**src/include/embh_pkg.sv**
```systemverilog
// embh_pkg: constants and types for the external memory bus and hold control
`default_nettype none
package embh_pkg;
	// ------------------------------------------------------------
	// bus widths
	// ------------------------------------------------------------
	localparam int EMBH_DW        = 32;
	localparam int EMBH_AW        = 20;
	localparam int EMBH_CEW       = 4;
	localparam int EMBH_BEW       = 4;
	// ------------------------------------------------------------
	// counts and reset values
	// ------------------------------------------------------------
	localparam int EMBH_FIFO_DEPTH = 4;
	localparam int EMBH_BURST_MAX  = 8;
	localparam int EMBH_RDY_MIN    = 4;
	localparam logic [3:0] EMBH_CE_IDLE = 4'hF;
	localparam logic [3:0] EMBH_BE_IDLE = 4'hF;
	localparam logic [3:0] EMBH_RST_CNT = 4'h0;
	// ------------------------------------------------------------
	// memory kinds and bus states
	// ------------------------------------------------------------
	typedef enum logic [1:0] {
		EMBH_MEM_ASYNC = 2'h0,
		EMBH_MEM_BURST = 2'h1,
		EMBH_MEM_DRAM  = 2'h2
	} embh_mem_t;
	typedef enum logic [2:0] {
		EMBH_IDLE  = 3'h0,
		EMBH_LEAD  = 3'h1,
		EMBH_XFER  = 3'h3,
		EMBH_WAIT  = 3'h2,
		EMBH_HOLD  = 3'h6
	} embh_state_t;
endpackage : embh_pkg
`default_nettype wire

```
**src/rtl/embh_fifo.sv**
```systemverilog
// embh_fifo: small request fifo with valid/ready on both sides
`timescale 1ns/1ps
`default_nettype none
module embh_fifo #(
	parameter int WIDTH = 8,
	parameter int DEPTH = 4
) (
	input  wire logic             clk,
	input  wire logic             rstn,
	input  wire logic             in_valid,
	output logic                  in_ready,
	input  wire logic [WIDTH-1:0] in_data,
	output logic                  out_valid,
	input  wire logic             out_ready,
	output logic      [WIDTH-1:0] out_data
);
	localparam int PW = $clog2(DEPTH);
	logic [WIDTH-1:0] mem [DEPTH];
	logic [PW-1:0]    wp_r;
	logic [PW-1:0]    rp_r;
	logic [PW:0]      cnt_r;
	logic             push;
	logic             pop;
	logic [PW:0]      cnt_nxt;
	// ready leaves a flop, so the source never sees a comparator path
	assign cnt_nxt   = cnt_r + (PW+1)'(push) - (PW+1)'(pop);
	assign out_valid = (cnt_r != '0);
	assign out_data  = mem[rp_r];
	assign push      = in_valid && in_ready;
	assign pop       = out_valid && out_ready;
	always_ff @(posedge clk) begin
		if (push) begin
			mem[wp_r] <= in_data;
		end
	end
	always_ff @(posedge clk or negedge rstn) begin
		if (!rstn) begin
			wp_r  <= '0;
			rp_r  <= '0;
			cnt_r <= '0;
			in_ready <= 1'b1;
		end else begin
			if (push) begin
				wp_r <= (wp_r == PW'(DEPTH-1)) ? '0 : wp_r + 1'b1;
			end
			if (pop) begin
				rp_r <= (rp_r == PW'(DEPTH-1)) ? '0 : rp_r + 1'b1;
			end
			cnt_r    <= cnt_nxt;
			in_ready <= (cnt_nxt != (PW+1)'(DEPTH));
		end
	end
endmodule : embh_fifo
`default_nettype wire

```
**src/rtl/embh_ctrl.sv**
```systemverilog
// embh_ctrl: external memory bus sequencer with bus hold handshake
//
// Summary of operation
// - burst sram: shared pins are addr strobe, oe, we
// - dram: shared pins are column, row, write strobes
// - first write of a run: data one cycle early
// - transfer in progress finishes before grant is given; queued words wait
// - async ready stretches grant wait; burst limit does not
// - idle bus grants hold with minimum delay
// - grant block bit postpones hold indefinitely
// - surrendered bus: selects, lanes, data, address, strobes
// - in reset grant ack and fifo clock high
// - in reset all memory pins high impedance
`timescale 1ns/1ps
`default_nettype none
module embh_ctrl
	import embh_pkg::*;
(
	input  wire logic                ref_clk,
	input  wire logic                rstn,
	input  wire logic                req_valid,
	output logic                     req_ready,
	input  wire logic                req_write,
	input  wire embh_mem_t           req_kind,
	input  wire logic [EMBH_AW-1:0]  req_addr,
	input  wire logic [EMBH_DW-1:0]  req_wdata,
	input  wire logic [EMBH_CEW-1:0] req_ce_n,
	input  wire logic [EMBH_BEW-1:0] req_be_n,
	input  wire logic                burst_limit_bit,
	input  wire logic                grant_block_bit,
	input  wire logic                hold_req,
	input  wire logic                async_ready,
	output logic                     bus_grant_ack,
	output logic                     fifo_clock_out,
	output logic                     memory_clock_out,
	output logic [EMBH_AW-1:0]       mem_addr_bus,
	output logic [EMBH_DW-1:0]       mem_data_bus_o,
	output logic                     mem_data_bus_oe,
	output logic [EMBH_CEW-1:0]      chip_sel_n,
	output logic [EMBH_BEW-1:0]      byte_lane_strobe_n,
	output logic                     async_out_enable_n,
	output logic                     async_write_strobe_n,
	output logic                     async_read_strobe_n,
	output logic                     shared_ctl0_n,
	output logic                     shared_ctl1_n,
	output logic                     shared_ctl2_n,
	output logic                     dram_addr_bit_ten,
	output logic                     mem_bus_oe
);
	// ------------------------------------------------------------
	// request buffer; ready goes straight back to the source
	// ------------------------------------------------------------
	localparam int FW = 1 + 2 + EMBH_AW + EMBH_DW + EMBH_CEW + EMBH_BEW;
	logic          f_valid;
	logic          f_ready;
	logic [FW-1:0] f_data;
	logic          f_wr;
	embh_mem_t     f_kind;
	logic [1:0]    f_kind_bits;
	logic [EMBH_AW-1:0]  f_addr;
	logic [EMBH_DW-1:0]  f_wd;
	logic [EMBH_CEW-1:0] f_ce;
	logic [EMBH_BEW-1:0] f_be;
	embh_fifo #(.WIDTH(FW), .DEPTH(EMBH_FIFO_DEPTH)) u_fifo (
		.clk      (ref_clk),
		.rstn     (rstn),
		.in_valid (req_valid),
		.in_ready (req_ready),
		.in_data  ({req_write, req_kind, req_addr, req_wdata, req_ce_n, req_be_n}),
		.out_valid(f_valid),
		.out_ready(f_ready),
		.out_data (f_data)
	);
	assign {f_wr, f_kind_bits, f_addr, f_wd, f_ce, f_be} = f_data;
	assign f_kind = embh_mem_t'(f_kind_bits);

	// ------------------------------------------------------------
	// pin synchronisers: three stages, change on stage 2 == 3
	// ------------------------------------------------------------
	logic [2:0] hold_s_r;
	logic [2:0] rdy_s_r;
	logic       hold_q_r;
	logic       rdy_q_r;
	always_ff @(posedge ref_clk or negedge rstn) begin
		if (!rstn) begin
			hold_s_r <= 3'h0;
			rdy_s_r  <= 3'h7;
			hold_q_r <= 1'b0;
			rdy_q_r  <= 1'b1;
		end else begin
			hold_s_r <= {hold_s_r[1:0], hold_req};
			rdy_s_r  <= {rdy_s_r[1:0], async_ready};
			if (hold_s_r[1] == hold_s_r[2]) begin
				hold_q_r <= hold_s_r[2];
			end
			if (rdy_s_r[1] == rdy_s_r[2]) begin
				rdy_q_r <= rdy_s_r[2];
			end
		end
	end

	// ------------------------------------------------------------
	// sequencer
	// ------------------------------------------------------------
	embh_state_t st_r;
	logic [3:0]  run_r;
	logic        wrun_r;
	logic        hold_ok;
	logic        take;
	// idle bus grants at once; otherwise the current transfer ends first and the run is cut
	assign hold_ok = hold_q_r && !grant_block_bit;
	assign take    = f_valid && !hold_ok && (st_r == EMBH_IDLE || st_r == EMBH_XFER);
	assign f_ready = take && !(f_wr && !wrun_r);
	always_ff @(posedge ref_clk or negedge rstn) begin
		if (!rstn) begin
			st_r   <= EMBH_IDLE;
			run_r  <= EMBH_RST_CNT;
			wrun_r <= 1'b0;
		end else begin
			case (st_r)
				EMBH_IDLE, EMBH_XFER: begin
					if (hold_ok) begin
						st_r   <= EMBH_HOLD;
						wrun_r <= 1'b0;
					end else if (f_valid && f_wr && !wrun_r) begin
						st_r   <= EMBH_LEAD;
						wrun_r <= 1'b1;
					end else if (f_valid && f_kind == EMBH_MEM_ASYNC && !rdy_q_r) begin
						st_r <= EMBH_WAIT;
					end else if (f_valid) begin
						st_r   <= EMBH_XFER;
						wrun_r <= f_wr;
						// burst limit caps a dram run at eight
						run_r  <= (burst_limit_bit && run_r == 4'(EMBH_BURST_MAX - 1))
							? EMBH_RST_CNT : run_r + 4'h1;
					end else begin
						st_r   <= EMBH_IDLE;
						wrun_r <= 1'b0;
						run_r  <= EMBH_RST_CNT;
					end
				end
				EMBH_LEAD: st_r <= EMBH_XFER;
				EMBH_WAIT: begin
					if (rdy_q_r) begin
						st_r <= EMBH_XFER;
					end
				end
				EMBH_HOLD: begin
					if (!hold_q_r) begin
						st_r <= EMBH_IDLE;
					end
				end
				default: st_r <= EMBH_IDLE;
			endcase
		end
	end

	// ------------------------------------------------------------
	// pin drivers, all registered
	// ------------------------------------------------------------
	logic is_b;
	logic is_d;
	logic drive;
	assign is_b  = (f_kind == EMBH_MEM_BURST);
	assign is_d  = (f_kind == EMBH_MEM_DRAM);
	assign drive = f_ready;
	always_ff @(posedge ref_clk or negedge rstn) begin
		if (!rstn) begin
			bus_grant_ack        <= 1'b1;
			fifo_clock_out       <= 1'b1;
			memory_clock_out     <= 1'b0;
			mem_bus_oe           <= 1'b0;
			mem_data_bus_oe      <= 1'b0;
			mem_addr_bus         <= '0;
			mem_data_bus_o       <= '0;
			chip_sel_n           <= EMBH_CE_IDLE;
			byte_lane_strobe_n   <= EMBH_BE_IDLE;
			async_out_enable_n   <= 1'b1;
			async_write_strobe_n <= 1'b1;
			async_read_strobe_n  <= 1'b1;
			shared_ctl0_n        <= 1'b1;
			shared_ctl1_n        <= 1'b1;
			shared_ctl2_n        <= 1'b1;
			dram_addr_bit_ten    <= 1'b0;
		end else begin
			memory_clock_out <= ~memory_clock_out;
			fifo_clock_out   <= ~fifo_clock_out;
			bus_grant_ack    <= (st_r == EMBH_HOLD);
			// surrendered pins float while granted
			mem_bus_oe       <= (st_r != EMBH_HOLD) && !hold_ok;
			// write data launched in lead cycle, ahead of the strobe
			mem_data_bus_oe  <= f_valid && f_wr && !hold_ok
				&& (st_r == EMBH_LEAD || wrun_r);
			mem_data_bus_o   <= f_wd;
			mem_addr_bus     <= f_addr;
			dram_addr_bit_ten <= is_d && f_addr[10];
			chip_sel_n         <= drive ? f_ce : EMBH_CE_IDLE;
			byte_lane_strobe_n <= drive ? f_be : EMBH_BE_IDLE;
			async_out_enable_n   <= !(drive && f_kind == EMBH_MEM_ASYNC && !f_wr);
			async_read_strobe_n  <= !(drive && f_kind == EMBH_MEM_ASYNC && !f_wr);
			async_write_strobe_n <= !(drive && f_kind == EMBH_MEM_ASYNC && f_wr);
			// one pin set, two meanings chosen by memory kind
			shared_ctl0_n <= !(drive && (is_b || is_d));
			shared_ctl1_n <= !(drive && ((is_b && !f_wr) || (is_d && run_r == 4'h0)));
			shared_ctl2_n <= !(drive && (is_b || is_d) && f_wr);
		end
	end

	// ------------------------------------------------------------
	// checks
	// ------------------------------------------------------------
	a_ack_after_hold: assert property (@(posedge ref_clk) disable iff (!rstn)
		$rose(bus_grant_ack) |-> $past(hold_q_r) && !$past(grant_block_bit))
		else $error("grant without hold request");
	a_block_no_ack: assert property (@(posedge ref_clk) disable iff (!rstn)
		grant_block_bit && !bus_grant_ack |=> !bus_grant_ack)
		else $error("grant despite block bit");
	a_idle_fast_grant: assert property (@(posedge ref_clk) disable iff (!rstn)
		st_r == EMBH_IDLE && hold_ok |-> ##2 bus_grant_ack)
		else $error("idle grant slow");
	a_hold_float: assert property (@(posedge ref_clk) disable iff (!rstn)
		bus_grant_ack |-> !mem_bus_oe && !mem_data_bus_oe)
		else $error("bus driven under grant");
	a_hold_keep: assert property (@(posedge ref_clk) disable iff (!rstn)
		bus_grant_ack && hold_q_r |=> bus_grant_ack)
		else $error("grant dropped early");
	a_lead_data: assert property (@(posedge ref_clk) disable iff (!rstn)
		st_r == EMBH_LEAD |=> mem_data_bus_oe && shared_ctl2_n && async_write_strobe_n)
		else $error("early write data missing");
	a_wait_ready: assert property (@(posedge ref_clk) disable iff (!rstn)
		st_r == EMBH_WAIT && !rdy_q_r |=> st_r == EMBH_WAIT)
		else $error("ready stretch lost");
	a_burst_cap: assert property (@(posedge ref_clk) disable iff (!rstn)
		burst_limit_bit |-> run_r < 4'(EMBH_BURST_MAX))
		else $error("burst run too long");
	a_dram_we: assert property (@(posedge ref_clk) disable iff (!rstn)
		!shared_ctl2_n |-> !shared_ctl0_n)
		else $error("write strobe without address/column strobe");
	c_hold: cover property (@(posedge ref_clk) disable iff (!rstn) $rose(bus_grant_ack));
	c_write_run: cover property (@(posedge ref_clk) disable iff (!rstn)
		st_r == EMBH_LEAD ##1 st_r == EMBH_XFER ##1 st_r == EMBH_XFER);
	c_ready_wait: cover property (@(posedge ref_clk) disable iff (!rstn)
		st_r == EMBH_WAIT ##1 st_r == EMBH_XFER);
endmodule : embh_ctrl
`default_nettype wire

```
**config.mk**
```make
export PLATFORM = sky130hd
export DESIGN_NAME = embh_ctrl
export DESIGN_NICKNAME = d
export VERILOG_FILES = /design/src/include/embh_pkg.sv /design/src/rtl/embh_fifo.sv /design/src/rtl/embh_ctrl.sv
export SDC_FILE = /design/constraint.sdc
export NUM_CORES = 1
export LEC_CHECK = 0
export BUFFER_PORTS_ARGS = -buffer_cell sky130_fd_sc_hd__buf_2
export CAP_MARGIN = 40
export CORE_ASPECT_RATIO = 0.6
export CORE_MARGIN = 2
export CORE_UTILIZATION = 50
export CTS_CLUSTER_DIAMETER = 50
export CTS_CLUSTER_SIZE = 25
export DETAILED_ROUTE_END_ITERATION = 10
export GPL_TIMING_DRIVEN = 0
export PLACE_DENSITY = 0.78
export SYNTH_ARGS = -nofsm -noshare
export SYNTH_HDL_FRONTEND = slang
export SYNTH_SLANG_ARGS = --single-unit
```
**constraint.sdc**
```tcl
create_clock -name ref_clk -period 3.8 [get_ports ref_clk]
set_input_delay 0.19 -clock ref_clk [delete_from_list [all_inputs] [get_ports ref_clk]]
set_output_delay 0.19 -clock ref_clk [all_outputs]
set_load 0.02 [all_outputs]
```
==> qor.csv <==
metric,value,unit
yosys_warnings,0,
path_clk_slew,0.08,ns
final_util,0.623,
yosysTopAreaCellShare,0.619,
route.vias.total,5892,
overflow,0,
drt_iter0_markers,271,
status,"complete, no violations",
slew_headroom,0.500,
r2r-start,u_fifo.rp_r[1],
rr_worst_depth,11,
irDropWorstVdd,0.522,mV
p_per_area,755,mW/mm^2
portBuffers,142,
hold_depth,4,
die_h,125,um
synth.most_common_cell,edfxtp_1,
num_rows,44,
nets,862,
gp_congestion,0.800,
cts_tree,done,
async_flop_share,0.274,
yosysSeqAreaShare,0.815,
cp-end-kind,register,
post-route-period-util,0.823,
cp_max_fo,10,
cts_max_level,1,
worst_ep_arrival_time,3.58,ns
grt_max_degree,63,
finalHoldViolCount,0,
first_global_vias,6386,
synth_ff_type,edfxtp_1,
fmax,320,MHz
setup_violations,0,
cts_hold_buf,67,
synth_top_area_cell,edfxtp_1,
cp-start-kind,register,
ff2ff_setup_slack,0.67,ns
detail_route.first_pass.iterations,4,
tightest_slew,0.743,ns
track_usage,0.183,
worst-setup-path-type,register to register,
viasPerCell,5.27,
slew_viol_final,0,
clock_path_buffers,3,
synthesis.nets,620,
clock_sinks,347,
tns,0,ns
syn_area,0.0122,mm^2
syn_area_per_cell,22.8,um^2
synth_edf_count,252,
rsz0062_at_grt,no,
min_from,req_valid,
fillers,1643,
io_pins,143,
multi_input_area,0.00213,mm^2
post_cts_resized,0,
dp_hpwl,14000,um
antenna_found_initial,1,
syn_to_final_growth,22.9,%
route.detailed.drc,0,
reg2reg_to,u_fifo.in_ready,
initial_utilization,0.507,
wl_per_cell,20.2,um
syn_inst,537,
grt_pass1_wl,35800,um
drive_gt1_frac,0.364,
synth.distinct_cells,42,
postCtsSetupBuffers,0,
ys_ff_latch,347,
hp-class,input port to register,
seq_area,0.00997,mm^2
maxCapViolations,0,
min_to,u_fifo.wp_r[0],
min_period,3.13,ns
insertion_delay,0.53,ns
core,0.0241,mm^2
ant_nets,0,
synth_common_cells,"edfxtp_1, dfrtp_1, mux4_2",
dieArea,0.0258,mm^2
cts_made_buffers,22,
wirelength,22500,um
cts-root-buf,clkbuf_16,
synthTopCellsByArea,"edfxtp_1, dfrtp_1, mux4_2",
fp.dieW,206,um
p_leak,5.50,nW
worstPathRequired,4.25,ns
fin_skew,0.0200,ns
registers in the layout (all words and copies together) (netlist names), 2 cells and up:
signal              cells
byte_lane_strobe_n      4
chip_sel_n              4
hold_s_r                3
mem_addr_bus           20
mem_data_bus_o         32
rdy_s_r                 3
run_r                   4
st_r                    3
u_fifo.cnt_r            3
u_fifo.mem            252
u_fifo.rp_r             2
u_fifo.wp_r             2
logic make-up after synthesis:
kind of cell,share of synthesized area
multiplexers,0.120
flip-flops,0.815
buffers and inverters,0.0121
AND/OR/NAND/NOR,0.0249
AO/OA/AOI/OAI,0.0104
adder cells (fa/ha/maj),0.0156
XOR/XNOR,0.00215
stage by stage:
step / hold slack [ns] / setup WS [ns] / cells / total power [W] / instance area, um^2
final: 0.104 / 0.671 / 1118 / 0.0113 / 15000
after global routing: 0.123 / 0.473 / 1118 / 0.0119 / 15000
after CTS: 0.0769 / 0.657 / 1116 / 0.0115 / 15000
after detailed placement: 0.205 / 0.659 / 1009 / 0.00872 / 13500
after global placement: 0.298 / 0.101 / 1001 / 0.00851 / 13300
after floorplan: -0.106 / 1.12 / 537 / 0.00757 / 12200
critical path, cell delays in order (launching register included):
cell and delay [ns]:
dfrtp_1 0.34, buf_2 0.28, mux4_2 0.47, and2_4 0.23, nor3_4 0.39, buf_4 0.26
ha_1 0.24, inv_1 0.06, ha_1 0.17, fa_1 0.44, nor2_1 0.12, nand2_1 0.06
how the worst max path moves through the flow:
stage,start,end,slack (ns),depth (start not counted)
after floorplan,u_fifo.rp_r[0],u_fifo.in_ready,1.12,10
after global placement,u_fifo.wp_r[0],u_fifo.mem[2][49],0.10,3
after detailed placement,u_fifo.rp_r[1],u_fifo.in_ready,0.66,11
after CTS,u_fifo.rp_r[1],u_fifo.in_ready,0.66,11
after global routing,u_fifo.rp_r[1],u_fifo.in_ready,0.47,11
final,u_fifo.rp_r[1],u_fifo.in_ready,0.67,11
layout by cell type (no fill, tap or decap), drive strengths merged, types with 2 or more instances in the layout:
| cell type | instances |
|---|---|
| nor3 | 4 |
| inv | 23 |
| nor2 | 5 |
| nor2b | 3 |
| mux2 | 3 |
| and2 | 3 |
| xor2 | 2 |
| edfxtp | 252 |
| a32o | 2 |
| o21ai | 7 |
| nand3 | 3 |
| dlygate4sd3 | 67 |
| clkinv | 4 |
| a21oi | 5 |
| clkbuf | 32 |
| dfrtp | 75 |
| nand2b | 9 |
| nor4 | 3 |
| maj3 | 2 |
| nand2 | 7 |
| bufinv | 3 |
| or3 | 5 |
| dfstp | 20 |
| buf | 163 |
| and3 | 4 |
| ha | 12 |
| and4b | 2 |
| mux4 | 63 |
per-layer routing:
metal,vias to the layer above,track usage,part of all wire
li1,2616,-,-
met1,3050,0.250,0.42
met2,190,0.309,0.50
met3,36,0.0417,0.062
met4,0,0.0378,0.020
met5,-,0,0
area by class of cell:
type                       count  area share
sequential                   347       0.664
inverter                      16     0.00400
antenna                        1    0.000167
tap                          322      0.0268
timing repair buffer         218       0.104
clock buffer                  26      0.0391
buffer                        18     0.00583
multi-input combinational    156       0.142
clock inverter                14      0.0152
report_power, final:
group / internal [W] / switching [W]
logic: 0.00140 / 0.00189
registers: 0.00507 / 0.000292
clock network: 0.00139 / 0.00130
total: 0.00786 / 0.00348
No activity file was read; power rests on OpenSTA's default activity.
